`config.mk`:
```
export PLATFORM = sky130hd
export DESIGN_NAME = lamp_switch_serial_control_port
export DESIGN_NICKNAME = d
export VERILOG_FILES = /design/src/hw/lamp_pkg.sv /design/src/hw/lamp_switch_serial_control_port.sv
export SDC_FILE = /design/constraint.sdc
export NUM_CORES = 1
export LEC_CHECK = 0
export ABC_AREA = 0
export ABC_CLOCK_PERIOD_IN_PS = 4600
export BUFFER_PORTS_ARGS = -buffer_cell sky130_fd_sc_hd__buf_2
export CORE_ASPECT_RATIO = 1.25
export CORE_MARGIN = 2
export CORE_UTILIZATION = 30
export CTS_BUF_LIST = sky130_fd_sc_hd__clkbuf_2
export DETAILED_ROUTE_END_ITERATION = 8
export SLEW_MARGIN = 0
export SYNTH_ARGS = -nofsm -noshare
export SYNTH_HDL_FRONTEND = slang
export SYNTH_SLANG_ARGS = --single-unit
```
`constraint.sdc`:
```
create_clock -name aclk -period 4.6 [get_ports aclk]
set_input_delay 0.46 -clock aclk [delete_from_list [all_inputs] [get_ports aclk]]
set_output_delay 0.46 -clock aclk [all_outputs]
set_load 0.005 [all_outputs]
```
`src/hw/lamp_pkg.sv`:
```
// Constants, register map and state carrier of the lamp switch serial port.
// Assumes a single 125 MHz clock domain; all pins are synchronised inside.
`default_nettype none
package lamp_pkg;
   // Clock and time figures
   localparam int unsigned CLK_PERIOD_NS   = 8;
   localparam int unsigned PWM_TICK_NS     = 32000;
   localparam int unsigned PWM_TICK_CYC    = PWM_TICK_NS / CLK_PERIOD_NS;
   localparam logic [15:0] PWM_DIV_LAST    = 16'(PWM_TICK_CYC - 1);
   localparam int unsigned WD_TIMEOUT_US   = 256000;
   localparam int unsigned WD_CYC_DEF      = WD_TIMEOUT_US * 1000
                                             / CLK_PERIOD_NS;
   localparam int unsigned CLK_FAIL_US     = 1000;
   localparam int unsigned CLK_FAIL_CYC_DEF = CLK_FAIL_US * 1000
                                             / CLK_PERIOD_NS;
   // Serial frame layout
   localparam logic [4:0]  FRAME_BITS      = 5'h10;
   localparam logic [4:0]  BITCNT_SAT      = 5'h1f;
   localparam int unsigned FA_MSB          = 15;
   localparam int unsigned FA_LSB          = 11;
   localparam int unsigned FD_MSB          = 10;
   // Serial register addresses
   localparam logic [4:0]  SA_OUTPUTS      = 5'h00;
   localparam logic [4:0]  SA_PWM          = 5'h01;
   localparam logic [4:0]  SA_DUTY0        = 5'h02;
   localparam logic [4:0]  SA_DUTY3        = 5'h05;
   localparam logic [4:0]  SA_SENSE        = 5'h06;
   localparam logic [4:0]  SA_FAULT_CLR    = 5'h07;
   // Duty codes for fully off and fully on
   localparam logic [7:0]  DUTY_OFF        = 8'h00;
   localparam logic [7:0]  DUTY_FULL       = 8'hff;
   // Bus register byte addresses and response codes
   localparam logic [7:0]  RA_CTRL         = 8'h00;
   localparam logic [7:0]  RA_STATUS       = 8'h04;
   localparam logic [7:0]  RA_LAST_FRAME   = 8'h08;
   localparam logic [7:0]  RA_SPI_CFG      = 8'h0c;
   localparam logic [7:0]  RA_DUTY         = 8'h10;
   localparam logic [1:0]  RESP_OKAY       = 2'h0;
   localparam logic [1:0]  RESP_SLVERR     = 2'h2;

   typedef struct packed {
      logic            cs_s1, cs_s2, cs_s3;
      logic            ck_s1, ck_s2, ck_s3;
      logic            si_s1, si_s2;
      logic            rst_s1, rst_s2, rst_s3;
      logic            wk_s1, wk_s2;
      logic [3:0]      in_s1, in_s2;
      logic            in0_s3;
      logic            vdd_s1, vdd_s2;
      logic [3:0]      flt_s1, flt_s2;
      logic [15:0]     rx, tx, last_frame;
      logic [4:0]      bitcnt;
      logic [3:0]      on_bits, dir_dis;
      logic            pwm_en, clock_sel;
      logic [3:0][7:0] duty;
      logic [2:0]      sense_sel;
      logic            sense_off;
      logic [3:0]      fault_lat;
      logic            clk_fail;
      logic [31:0]     wd_cnt;
      logic            wd_run, wd_to;
      logic [15:0]     pwm_div;
      logic [7:0]      pwm_cnt;
      logic [31:0]     edge_gap;
      logic            vdd_en, wd_en;
      logic            aw_rdy, w_rdy, aw_full, w_full;
      logic [7:0]      awaddr;
      logic [31:0]     wdata;
      logic            wstrb0;
      logic            bvalid;
      logic [1:0]      bresp;
      logic            ar_rdy, rvalid;
      logic [31:0]     rdata;
      logic [1:0]      rresp;
      logic            so, so_oe_n, ff_oe_n, fail_safe;
      logic [3:0]      hs;
   } state_s;
endpackage : lamp_pkg
`default_nettype wire

```
`src/hw/lamp_switch_serial_control_port.sv`:
```
// Serial control port and pin-level control of a four-channel lamp switch.
// Assumes pins arrive asynchronously to aclk; software uses AXI4-Lite.
//
// Overview of operation
// - Serial input bits are sampled on serial clock falling edges.
// - Serial output advances one status bit per serial clock rising edge.
// - A frame holds exactly sixteen bits, most significant first.
// - A five-bit address field in the frame picks the target register.
// - Frame select rise moves received bits into the addressed register.
// - Frame select fall loads current status into the shift register.
// - Serial output is driven only while frame select is low.
// - Clock and data activity is ignored while frame select is high.
// - Reset input low clears configuration and faults; sleep also needs wake and direct inputs low.
// - Reset input rising edge starts the watchdog timer.
// - Any direct input, the wake input or reset input wakes the device.
// - Each direct input drives its power output while PWM is off, unless disabled by the serial port.
// - External PWM clock option takes its reference from the first input.
// - Fault flag is pulled low on any fault, released otherwise.
// - Loss of the serial port supply moves the device to fail-safe.
// - Clock fail detector runs only with PWM enabled and external clock.
// - PWM duty supports fully on and fully off settings.
// - Serial port selects current or temperature sense, or tri-states it.
//
// Register access over AXI4-Lite and the register addresses were left to the implementer.
`default_nettype none
module lamp_switch_serial_control_port #(
   parameter int unsigned WD_CYC       = lamp_pkg::WD_CYC_DEF,
   parameter int unsigned CLK_FAIL_CYC = lamp_pkg::CLK_FAIL_CYC_DEF
) (
   input  wire logic        aclk,            // System clock
   input  wire logic        aresetn,         // Synchronous reset, low
   input  wire logic        awvalid,         // Write address valid
   output logic             awready,         // Write address ready
   input  wire logic [7:0]  awaddr,          // Write byte address
   input  wire logic        wvalid,          // Write data valid
   output logic             wready,          // Write data ready
   input  wire logic [31:0] wdata,           // Write data
   input  wire logic [3:0]  wstrb,           // Write byte enables
   output logic             bvalid,          // Write response valid
   input  wire logic        bready,          // Write response ready
   output logic [1:0]       bresp,           // Write response code
   input  wire logic        arvalid,         // Read address valid
   output logic             arready,         // Read address ready
   input  wire logic [7:0]  araddr,          // Read byte address
   output logic             rvalid,          // Read data valid
   input  wire logic        rready,          // Read data ready
   output logic [31:0]      rdata,           // Read data
   output logic [1:0]       rresp,           // Read response code
   input  wire logic        frame_select_n,  // Frame select, low in frame
   input  wire logic        sclk,            // Serial clock
   input  wire logic        si,              // Serial data in
   output logic             so_o,            // Serial data out
   output logic             so_oe_n,         // Serial out enable, low
   input  wire logic        reset_n_input,   // Device reset pin, low
   input  wire logic        wake,            // Wake pin
   input  wire logic [3:0]  direct_inputs,   // Direct output controls
   input  wire logic        vdd_ok,          // Logic supply present
   input  wire logic [3:0]  fault_detect,    // Per-channel fault sensors
   output logic [3:0]       power_outputs,   // High-side switch gates
   output logic             fault_flag_n_o,  // Fault flag level, always 0
   output logic             fault_flag_n_oe_n, // Fault flag pull, low
   output logic [2:0]       sense_sel,       // Sense source, 4 = temp
   output logic             sense_off,       // Sense output tri-state
   output logic             fail_safe        // Fail-safe mode active
);
   import lamp_pkg::*;

   localparam logic [31:0] WD_LAST = 32'(WD_CYC - 1);
   localparam logic [31:0] CF_LAST = 32'(CLK_FAIL_CYC - 1);

   state_s q;
   state_s n;

   logic        cs_fall, cs_rise, ck_rise, ck_fall, rst_rise;
   logic        awake, fail, ext_clk, pwm_clock_input, in0_rise, pwm_tick;
   logic        frame_ok;
   logic [4:0]  faddr;
   logic [10:0] fdata;
   logic [3:0]  pwm_on, hson;
   logic [15:0] status;
   logic        aw_hs, w_hs, ar_hs, do_write;

   function automatic logic duty_on(input logic [7:0] d,
                                    input logic [7:0] c);
      if (d == DUTY_FULL) begin
         duty_on = 1'b1;
      end else if (d == DUTY_OFF) begin
         duty_on = 1'b0;
      end else begin
         duty_on = (c < d);
      end
   endfunction : duty_on

   function automatic logic addr_known(input logic [7:0] a);
      addr_known = (a == RA_CTRL) || (a == RA_STATUS) ||
                   (a == RA_LAST_FRAME) || (a == RA_SPI_CFG) ||
                   (a == RA_DUTY);
   endfunction : addr_known

   assign cs_fall  = q.cs_s3 & ~q.cs_s2;
   assign cs_rise  = ~q.cs_s3 & q.cs_s2;
   assign ck_rise  = ~q.ck_s3 & q.ck_s2 & ~q.cs_s2;
   assign ck_fall  = q.ck_s3 & ~q.ck_s2 & ~q.cs_s2;
   assign rst_rise = q.rst_s2 & ~q.rst_s3;
   assign awake    = q.rst_s2 | q.wk_s2 | (|q.in_s2);
   assign fail     = (q.vdd_en & ~q.vdd_s2) | (q.wd_en & q.wd_to);
   assign ext_clk  = q.pwm_en & ~q.clock_sel;
   assign pwm_clock_input = q.in_s2[0];
   assign in0_rise = pwm_clock_input & ~q.in0_s3;
   assign pwm_tick = ext_clk ? in0_rise : (q.pwm_div == PWM_DIV_LAST);
   assign frame_ok = cs_rise & (q.bitcnt == FRAME_BITS);
   assign faddr    = q.rx[FA_MSB:FA_LSB];
   assign fdata    = q.rx[FD_MSB:0];

   for (genvar i = 0; i < 4; i++) begin : g_pwm
      assign pwm_on[i] = duty_on(q.duty[i], q.pwm_cnt);
   end

   // Direct path when PWM is off, gated by duty when it is on
   assign hson = (((q.in_s2 & ~q.dir_dis) | q.on_bits) &
                  {4{~q.pwm_en}}) |
                 (q.on_bits & pwm_on & {4{q.pwm_en}});
   assign status = {q.fail_safe, |q.fault_lat, q.clk_fail, awake,
                    q.fault_lat, q.hs, q.in_s2};

   assign aw_hs    = awvalid & q.aw_rdy;
   assign w_hs     = wvalid & q.w_rdy;
   assign ar_hs    = arvalid & q.ar_rdy;
   assign do_write = q.aw_full & q.w_full & ~q.bvalid;

   always_comb begin
      n = q;
      // Two-stage synchronisers for every pin
      n.cs_s1  = frame_select_n;
      n.cs_s2  = q.cs_s1;
      n.cs_s3  = q.cs_s2;
      n.ck_s1  = sclk;
      n.ck_s2  = q.ck_s1;
      n.ck_s3  = q.ck_s2;
      n.si_s1  = si;
      n.si_s2  = q.si_s1;
      n.rst_s1 = reset_n_input;
      n.rst_s2 = q.rst_s1;
      n.rst_s3 = q.rst_s2;
      n.wk_s1  = wake;
      n.wk_s2  = q.wk_s1;
      n.in_s1  = direct_inputs;
      n.in_s2  = q.in_s1;
      n.in0_s3 = q.in_s2[0];
      n.vdd_s1 = vdd_ok;
      n.vdd_s2 = q.vdd_s1;
      n.flt_s1 = fault_detect;
      n.flt_s2 = q.flt_s1;

      // Serial shifter
      n.so_oe_n = q.cs_s2;
      if (cs_fall) begin
         n.tx     = status;
         n.so     = status[15];
         n.bitcnt = '0;
      end else if (ck_rise) begin
         n.tx = {q.tx[14:0], 1'b0};
         n.so = q.tx[14];
      end
      if (ck_fall) begin
         n.rx = {q.rx[14:0], q.si_s2};
         if (q.bitcnt != BITCNT_SAT) begin
            n.bitcnt = q.bitcnt + 5'h01;
         end
      end

      // Frame commit into the addressed register
      if (frame_ok) begin
         n.last_frame = q.rx;
         case (faddr)
            SA_OUTPUTS: begin
               n.on_bits = fdata[3:0];
               n.dir_dis = fdata[7:4];
            end
            SA_PWM: begin
               n.pwm_en    = fdata[0];
               n.clock_sel = fdata[1];
            end
            SA_SENSE: begin
               n.sense_sel = fdata[2:0];
               n.sense_off = fdata[3];
            end
            SA_FAULT_CLR: begin
               n.fault_lat = q.fault_lat & ~fdata[3:0];
               n.clk_fail  = q.clk_fail & ~fdata[4];
            end
            default: begin
               if (faddr >= SA_DUTY0 && faddr <= SA_DUTY3) begin
                  n.duty[2'(faddr - SA_DUTY0)] = fdata[7:0];
               end
            end
         endcase
      end

      // PWM timebase and external clock supervision
      if (ext_clk || q.pwm_div == PWM_DIV_LAST) begin
         n.pwm_div = '0;
      end else begin
         n.pwm_div = q.pwm_div + 16'h0001;
      end
      if (pwm_tick) begin
         n.pwm_cnt = q.pwm_cnt + 8'h01;
      end
      if (!ext_clk || in0_rise) begin
         n.edge_gap = '0;
      end else if (q.edge_gap != CF_LAST) begin
         n.edge_gap = q.edge_gap + 32'h0000_0001;
      end

      // Fault capture, a new fault wins over a clear
      n.fault_lat = n.fault_lat | q.flt_s2;
      if (ext_clk && q.edge_gap == CF_LAST) begin
         n.clk_fail = 1'b1;
      end

      // Watchdog, restarted by every good frame
      if (rst_rise) begin
         n.wd_run = 1'b1;
      end
      if (!q.wd_run || frame_ok) begin
         n.wd_cnt = '0;
         n.wd_to  = 1'b0;
      end else if (q.wd_cnt == WD_LAST) begin
         n.wd_to = 1'b1;
      end else begin
         n.wd_cnt = q.wd_cnt + 32'h0000_0001;
      end

      // Device reset pin clears configuration and faults
      if (!q.rst_s2) begin
         n.wd_run    = 1'b0;
         n.on_bits   = '0;
         n.dir_dis   = '0;
         n.pwm_en    = 1'b0;
         n.clock_sel = 1'b0;
         n.duty      = '0;
         n.sense_sel = '0;
         n.sense_off = 1'b0;
         n.fault_lat = '0;
         n.clk_fail  = 1'b0;
      end

      // Power stage and flags
      if (!awake) begin
         n.hs = '0;
      end else if (fail) begin
         n.hs = q.in_s2;
      end else begin
         n.hs = hson & ~q.fault_lat;
      end
      n.fail_safe = awake & fail;
      n.ff_oe_n   = ~((|q.fault_lat) | q.clk_fail);

      // Bus slave
      if (aw_hs) begin
         n.aw_full = 1'b1;
         n.awaddr  = awaddr;
      end
      if (w_hs) begin
         n.w_full = 1'b1;
         n.wdata  = wdata;
         n.wstrb0 = wstrb[0];
      end
      if (do_write) begin
         n.aw_full = 1'b0;
         n.w_full  = 1'b0;
         n.bvalid  = 1'b1;
         n.bresp   = addr_known(q.awaddr) ? RESP_OKAY : RESP_SLVERR;
         if (q.awaddr == RA_CTRL && q.wstrb0) begin
            n.vdd_en = q.wdata[0];
            n.wd_en  = q.wdata[1];
         end
      end
      if (q.bvalid && bready) begin
         n.bvalid = 1'b0;
      end
      if (ar_hs) begin
         n.rvalid = 1'b1;
         n.rresp  = addr_known(araddr) ? RESP_OKAY : RESP_SLVERR;
         case (araddr)
            RA_CTRL:       n.rdata = {30'h0000_0000, q.wd_en, q.vdd_en};
            RA_STATUS:     n.rdata = {16'h0000, status};
            RA_LAST_FRAME: n.rdata = {16'h0000, q.last_frame};
            RA_SPI_CFG:    n.rdata = {16'h0000, 2'h0, q.sense_off,
                                      q.sense_sel, q.clock_sel, q.pwm_en,
                                      q.dir_dis, q.on_bits};
            RA_DUTY:       n.rdata = q.duty;
            default:       n.rdata = 32'h0000_0000;
         endcase
      end
      if (q.rvalid && rready) begin
         n.rvalid = 1'b0;
      end
      n.aw_rdy = ~n.aw_full & ~n.bvalid;
      n.w_rdy  = ~n.w_full & ~n.bvalid;
      n.ar_rdy = ~n.rvalid;

      if (!aresetn) begin
         n         = '0;
         n.cs_s1   = 1'b1;
         n.cs_s2   = 1'b1;
         n.cs_s3   = 1'b1;
         n.so_oe_n = 1'b1;
         n.ff_oe_n = 1'b1;
      end
   end

   always_ff @(posedge aclk) begin
      q <= n;
   end

   assign awready           = q.aw_rdy;
   assign wready            = q.w_rdy;
   assign bvalid            = q.bvalid;
   assign bresp             = q.bresp;
   assign arready           = q.ar_rdy;
   assign rvalid            = q.rvalid;
   assign rdata             = q.rdata;
   assign rresp             = q.rresp;
   assign so_o              = q.so;
   assign so_oe_n           = q.so_oe_n;
   assign power_outputs     = q.hs;
   assign fault_flag_n_o    = 1'b0;
   assign fault_flag_n_oe_n = q.ff_oe_n;
   assign sense_sel         = q.sense_sel;
   assign sense_off         = q.sense_off;
   assign fail_safe         = q.fail_safe;
endmodule : lamp_switch_serial_control_port
`default_nettype wire

```
# --- Word level (Yosys, flattened, before mapping) ---
# Index checks and enable logic that the tools add are counted.
# W data, S select, Z words.
word_totals:
  reg_bits: 288
  inputBits: 73
  out_inout_bits: 54
  elab_cells: 227
op_classes:
  n_addsub: 6
  n_lt_le_gt_ge: 8
  eq_ne: 21
  muxes: 33
  bitwise: 55
  n_reduce_logical: 43
ops:
  columns: ["operator", "n"]
  rows:
  - ["$pmux W32 S5", 1]
  - ["$add A32 B1 Y32 const B", 2]
  - ["$logic_not A8 Y1", 6]
  - ["$mux W35", 1]
  - ["$bwmux W32", 1]
  - ["$eq A32 B17 Y1 const B", 1]
  - ["$eq A32 B25 Y1 const B", 1]
  - ["$eq A8 B4 Y1 const B", 4]
  - ["$eq A8 B8 Y1 const B", 4]
  - ["$lt A8 B8 Y1", 4]
  - ["$ne A32 B17 Y1 const B", 1]
  - ["$mux W15", 2]
  - ["$mux W5", 5]
  - ["$and A4 B4 Y4", 6]
  - ["$and A1 B1 Y1", 21]
  - ["$not A1 Y1", 18]
  - ["$add A16 B1 Y16 const B", 1]
  - ["$demux W8 S2", 1]
  - ["$eq A16 B12 Y1 const B", 1]
  - ["$eq A8 B3 Y1 const B", 2]
  - ["$eq A8 B5 Y1 const B", 2]
  - ["$mux W1", 16]
  - ["$reduce_and A2 Y1", 7]
  - ["$not A4 Y4", 3]
  - ["other kinds (25)", 55]

# --- Longest topological paths before layout ---
# Gate-level depths: netlist of run 1.
logic_depth:
  ltp_word: 10
  ltp_mapped: 9
  depth_no_buf: 7

# --- Worst setup path before layout of run 1 ---
# OpenSTA, ideal clock, no wires.
synth_timing:
  path_type: "in2reg"
  startpoint: "input port araddr[0]"
  endpoint: "register q (netlist bit rdata[21])"
  setup_time_ns: 0.065
  arrival_ns: 2.017
  required_time_ns: 4.535
  path_slack_ns: 2.518
  stages: 7
  n_path_buf: 2
  cell_sequence: "or4_1 nor2_1 and4_1 clkbuf_1 buf_2 a22oi_1 nor2_1"
synth_via:
  elab_chain_len: 2
  elab_cells_between_ends: 6
  cone_classes: "eq/ne (4); mux (1); reduce/logical (1)"
synth_rtl:
  columns: ["item", "line_no", "text"]
  rows:
  - ["start: declaration", "lamp_switch_serial_control_port.sv:44", "input wire logic [7:0] araddr,"]
  - ["$eq A8 B5 Y1 (tied with other cells)", "lamp_switch_serial_control_port.sv:285", "case (araddr)"]
  - ["$pmux W32 S5 (*)", "lamp_switch_serial_control_port.sv:285", null]
  - ["end signal: assignment", "lamp_switch_serial_control_port.sv:314", "q <= n;"]
  - ["end: declaration", "lamp_switch_serial_control_port.sv:71", "state_s q;"]
# Mark *: on every way between the ends. The rest lies on a longest branch, timed or not.
# A chain may end at the register's enable or synchronous reset.

# --- Worst setup path in the final report of run 1 ---
layout_timing:
  startpoint: "register q[235] (netlist bit)"
  endpoint: "register q[221] (netlist bit)"
layout_via:
  elab_chain_len: 3
layout_rtl:
  columns: ["item", "line_no", "text"]
  rows:
  - ["$eq A5 B5 Y1", "lamp_switch_serial_control_port.sv:111", "assign frame_ok = cs_rise & (q.bitcnt == FRAME_BITS);"]
  - ["$and A1 B1 Y1", "lamp_switch_serial_control_port.sv:111", null]
  - ["$reduce_and A3 Y1 (no line)", null, null]
# No other way between the ends.

==> flow_metrics.tcl, run 1 <==
set metrics [dict create \
    yosys.area.top_type "dfxtp_1" \
    nets 1732 \
    rsz0062_at_grt "false" \
    place_ws_ns 1.842 \
    first_iter_violations 743 \
    use_met1_pct 18.26 \
    slew_violations 0 \
    multi_input_area_um2 6246 \
    critPathTopFamily "simple AND/OR/NAND/NOR gates" \
    finalSetupTns_ns 0 \
    gp_congestion 0.8703 \
    period_share_pct 61.88 \
    final_cell_mix "dfxtp_1, nand2_1, nor2_1, clkbuf_2, a21oi_1" \
    start_kind "flip-flop" \
    clkPwrFrac_pct 39.8 \
    dr.pass1.iters 7 \
    core_area_um2 42040 \
    wl_per_cell_um 15.16 \
    utilization_pct 35.07 \
    drc 0 \
    worstSkewPairLatency_ns 0.97 \
    seq_area_frac_synth_pct 44.84 \
    p_seq_share_pct 56.2 \
    grt_pass1_vias 10939 \
    cts_buffers 72 \
    peakVddDrop_mv 0.1309 \
    use_met3_pct 3.630 \
    n_fill_cell 4454 \
    die_w_um 188.5 \
    yosysTopAreaCellShare_pct 44.84 \
    period_needed_ns 2.846 \
    h-tree-depth 3 \
    cp_max_fo 22 \
    synth_cell_types 63 \
    setup_viol_count_final 0 \
    antenna_found_initial 1 \
    required_ns 5.35 \
    grt-busiest-layer "met2" \
    routed-via-count 11127 \
    synth_flop_cell "dfxtp_1" \
    async_flop_share_pct 0 \
    place_hpwl_um 22990 \
    post-cts-setup-buffer-count 0 \
    initial_core_util_pct 30.37 \
    path_class "reg -> reg" \
    postSynthCellCount 1501 \
    io_pins 127 \
    final_common_cell "dfxtp_1" \
    crit_chain "inv_1 -> ha_1 -> nand4b_1 -> or3_1 -> buf_4 -> nor4b_2 -> mux2i_1 -> nor2_1" \
    worstMarginPinSlew_ns 1.180 \
    use_met2_pct 25.79 \
    internal_power_uw 3331 \
    clk_pin_slew_ns 0.11 \
    slowest_delay_ns 1.02 \
    grt_pass1_wl_um 55660 \
    crit_arrival_ns 3.60 \
    wl_um 33940 \
    cts_sinks 286 \
    synth_edf_count 0 \
    combPwrFrac_pct 4.0 \
    cts_tree "done" \
    grt_max_degree 49 \
    drive_gt1_share_pct 14.66 \
    powerDensity_nw_per_um2 305.5 \
    ys_ff_latch 286 \
    row_count 84 \
    cap_violations 0 \
    min_path_type "in -> reg" \
    relSlewSlack_pct 21.14 \
    fin_skew_ns 0.1020 \
    report.final.hold_viol_count 0 \
    port_buffers 90 \
    yosysWarnings 0 \
    regArea_um2 5725 \
    p_leak_uw 0.005435 \
    endpoint_kind "flip-flop" \
    syn_area_um2 12770 \
    avgSynthCellArea_um2 8.507 \
    status "finished clean" \
    gr-total-overflow 0 \
    syn_to_final_growth_pct 15.48 \
    cts_buffer_depth 3 \
    netSwitchingFraction_pct 26.05 \
    clockRootBuffer "clkbuf_2" \
    via_per_inst 4.970 \
    setup_ws_ns 1.754 \
    grt_usage_pct 15.37 \
    cpMaxStageDelayCell "nor4b_2" \
    ant_nets 0 \
    die_area_um2 44240 \
    yosys-top-cells-area "dfxtp_1, nand2_1, nor2_1" \
    fmax_mhz 351.3 \
    worst-path-buf-inv 2 \
    p_switching_uw 1174 \
    die_y_um 234.7 \
]
tightest hold or removal path, delay by kind of cell:
kind            cells  cell delay (ns)
buf+inv             1             0.10
simple gates        1             0.29
compound gates      1             0.18
metrics by stage:
step                hold WS, ns  total power [uW]  cells  instance area, um^2
CTS                     0.01302              4586   2237                14740
global route            0.09475              4736   2238                14740
global placement         0.4003              2726   2046                13430
finish                   0.1531              4505   2239                14750
detailed placement       0.3964              2730   2046                13430
floorplan                0.3863              2671   1503                12780
state kept, by name, summed over array words and instances (netlist names), 3 cells and up:
name	count
rdata	32
power_outputs	4
q	218
sense_sel	3
fdata	11
faddr	5
area by class of cell:
type,instances,area share [%]
diodes,2,0.03394
multi-input cells,1043,42.36
clock inverters,20,0.9758
flip-flops and latches,286,38.83
clock buffers,108,3.666
well taps,559,4.743
repair buffers,166,7.993
inverters,55,1.400
worst paths after layout:
path | startpoint | to | slack, ns | cells past startpoint
min | arvalid | rdata[1]$_SDFFE_PN0P_ | 0.15 | 3
max | q[235]$_SDFF_PN0_ | q[221]$_SDFFE_PN0P_ | 1.75 | 8
min reg2reg | q[319]$_SDFF_PN1_ | q[318]$_SDFF_PN1_ | 0.42 | 1
max reg2reg | q[235]$_SDFF_PN0_ | q[221]$_SDFFE_PN0P_ | 1.75 | 8
power groups by stage:
| stage | clock, uW | sequential [uW] | combinational (uW) |
|---|---|---|---|
| floorplan | 0 | 2580 | 91.3 |
| global placement | 0 | 2590 | 137 |
| detailed placement | 0 | 2590 | 140 |
| CTS | 1880 | 2530 | 178 |
| global route | 2000 | 2540 | 198 |
| finish | 1790 | 2530 | 178 |
metal layers:
metal  part of all wire, %  vias up
met5                     0        -
met4                   3.3        0
met3                   5.4       70
met2                    48      274
met1                    43     5268
li1                      -     5515
cell families after synthesis:
| kind of cell | synth area share [%] |
|---|---|
| simple gates | 24.39 |
| flops | 44.84 |
| mux | 3.704 |
| other cells | 0.02937 |
| fa+ha+maj | 3.430 |
| buf+inv | 6.477 |
| compound gates | 13.77 |
| xor+xnor | 3.361 |
what timing repair did:
item,4_1_cts,5_1_grt
hold buffers,63,0
endpoints found under the hold margin,43,0
gates resized for setup,0,0
cells in the mapped netlist, types with 3 or more instances:
library cell,number
dfxtp_1,286
nand2_1,193
nor2_1,170
a21oi_1,99
clkbuf_1,64
inv_1,55
o21ai_0,47
mux2i_1,45
buf_4,44
nand3_1,42
nand4_1,36
ha_1,35
and2_1,34
xnor2_1,32
nor4_1,27
a22oi_1,25
nor3_1,24
a22o_1,22
or4_1,17
xor2_1,17
nand2b_1,16
and3_1,15
a311oi_1,13
a21o_1,12
or3_1,12
and4_1,10
nor2b_1,8
or2_2,8
buf_2,7
nor4b_1,7
a221oi_1,6
o31ai_1,6
a211oi_1,5
a31oi_1,5
o311ai_0,5
a31o_2,4
a32oi_1,4
buf_1,4
o211ai_1,4
nand3b_1,3
nand4b_1,3
(Power assumes the default switching activity.)
==> run 2, diff against run 1 <==
--- a/config.mk
+++ b/config.mk
@@ -6,7 +6,7 @@
 export NUM_CORES = 1
 export LEC_CHECK = 0
 export ABC_AREA = 0
-export ABC_CLOCK_PERIOD_IN_PS = 4600
+export ABC_CLOCK_PERIOD_IN_PS = 2600
 export BUFFER_PORTS_ARGS = -buffer_cell sky130_fd_sc_hd__buf_2
 export CORE_ASPECT_RATIO = 1.25
 export CORE_MARGIN = 2
==> constraint.sdc (replaced) <==
create_clock -name aclk -period 2.6 [get_ports aclk]
set_input_delay 0.26 -clock aclk [delete_from_list [all_inputs] [get_ports aclk]]
set_output_delay 0.26 -clock aclk [all_outputs]
set_load 0.005 [all_outputs]
==> run 2 against run 1 <==
Via count up 0.93%. Die area unchanged. Combinational power up 94%. Hold slack worse by 0.037 ns. Highest routed layer unchanged. Final cell count up 1.2%. First-iteration DRC count down 5.0%. Power up 74%. Non-clock buffer count up 38.
==> flow_metrics.tcl, run 2 (synthesis gave the netlist of run 1 again) <==
set metrics [dict create \
    status "finished clean" \
    report.final.hold_viol_count 0 \
    cpMaxStageDelayCell "or4_1" \
    io_pins 127 \
    period_needed_ns 2.375 \
    drive_gt1_share_pct 15.21 \
    p_leak_uw 0.005576 \
    port_buffers 90 \
    critPathTopFamily "buffers and inverters" \
    cts_sinks 286 \
    initial_core_util_pct 30.37 \
    utilization_pct 35.76 \
    slew_violations 0 \
    crit_arrival_ns 3.28 \
    dr.pass1.iters 8 \
    use_met1_pct 18.18 \
    clockRootBuffer "clkbuf_2" \
    cp_common_cell "dlygate4sd3_1" \
    cts_tree "done" \
    place_hpwl_um 23460 \
    first_iter_violations 706 \
    grt_pass1_vias 11050 \
    min_path_type "in -> reg" \
    slowest_delay_ns 0.62 \
    die_area_um2 44240 \
    grt_max_degree 91 \
    worstSkewPairLatency_ns 0.97 \
    antenna_found_initial 2 \
    gr-total-overflow 0 \
    die_y_um 234.7 \
    worst-path-buf-inv 4 \
    start_kind "input pin" \
    cts_buffer_depth 3 \
    worstMarginPinSlew_ns 0.9981 \
    setup_viol_count_final 0 \
    grt_usage_pct 15.65 \
    cap_violations 0 \
    grt_pass1_wl_um 56390 \
    peakVddDrop_mv 0.2852 \
    gp_congestion 0.8608 \
    via_per_inst 4.958 \
    wl_per_cell_um 15.38 \
    nets 1772 \
    crit_chain "buf_2 -> or4_1 -> dlygate4sd3_1 -> nor3_1 -> a32oi_1 -> dlygate4sd3_1 -> o21ai_0 -> dlygate4sd3_1" \
    wl_um 34840 \
    layout.cells.non_filler 2265 \
    fmax_mhz 421.0 \
    final_common_cell "dfxtp_1" \
    powerDensity_nw_per_um2 522.7 \
    grt-busiest-layer "met2" \
    drc 0 \
    h-tree-depth 3 \
    endpoint_kind "flip-flop" \
    placedCellCount 2066 \
    path_class "in -> reg" \
    finalSetupTns_ns 0 \
    fin_area_um2 15030 \
    rsz0062_at_grt "false" \
    ant_nets 0 \
    place_area_um2 13590 \
    row_count 84 \
    use_met2_pct 26.49 \
    final_cell_mix "dfxtp_1, nand2_1, nor2_1, clkbuf_2, a21oi_1" \
    period_share_pct 91.35 \
    routed-via-count 11230 \
    relSlewSlack_pct 33.46 \
    power_uw 7858 \
    die_w_um 188.5 \
    cp_max_fo 4 \
    cts_buffers 74 \
    use_met3_pct 3.525 \
    max_flop_register "q" \
    core_area_um2 42040 \
    required_ns 3.51 \
    syn_to_final_growth_pct 17.73 \
    fin_skew_ns 0.08703 \
    clk_pin_slew_ns 0.11 \
    largest_reg_flops 218 \
]
==> run 2: cell types whose count changed in the layout (fill, tap and decap cells not counted), moves of 2 or more <==
cell	previous run	this run
dlygate4sd3_1	63	81
inv_2	2	4
clkinv_1	11	7
clkbuf_2	108	100
buf_4	13	32
==> run 2: final timing paths <==
path	from	end	slack [ns]	depth (start not counted)
setup reg to reg	q[235]$_SDFF_PN0_	q[215]$_SDFFE_PN0P_	0.25	7
setup / recovery	araddr[0]	rdata[15]$_SDFFE_PN0P_	0.22	8
hold reg to reg	q[319]$_SDFF_PN1_	q[318]$_SDFF_PN1_	0.42	1
hold / removal	direct_inputs[3]	q[306]$_SDFF_PN0_	0.12	3
==> run 2: per-layer routing <==
| metal | routed length (um) | vias to the layer above |
|---|---|---|
| li1 | - | 5577 |
| met1 | 14770 | 5296 |
| met3 | 1944 | 87 |
| met5 | 0 | - |
| met4 | 1323 | 0 |
| met2 | 16800 | 270 |
==> run 2: repair_timing <==
action                                 in CTS  in global routing
setup endpoints to repair                   0                  2
setup buffers                               0                  0
resized for setup                           0                  2
endpoints found under the hold margin      49                  0
hold buffers                               81                  0
==> run 2: layout make-up <==
type	count	area, um^2
Sequential cell	286	5725
Timing Repair Buffer	204	1521
Inverter	55	206.4
Multi-Input combinational cell	1043	6256
Clock inverter	15	115.1
Fill cell	4388	27010
Clock buffer	100	500.5
Antenna cell	3	7.507
Tap cell	559	699.4
==> run 2: through the flow <==
step	hold slack, ns	setup slack [ns]
floorplan	0.3615	0.5427
global placement	0.4078	0.1942
detailed placement	0.4063	0.2146
CTS	0.006467	0.1296
global route	0.05567	0.1391
finish	0.1161	0.2249
==> run 2: worst register-to-register path: stages (launching register included) <==
cell	delay [ns]
dfxtp_1	0.36
inv_1	0.07
ha_1	0.13
nand4b_1	0.17
or3_1	0.55
or4_1	0.70
nand2_1	0.13
a21oi_1	0.07
==> run 2: report_power, final <==
group          total [uW]  switching, uW  internal (uW)
clock network        3040           1820           1220
registers            4470           37.4           4440
logic                 345            180            165
total                7860           2040           5820
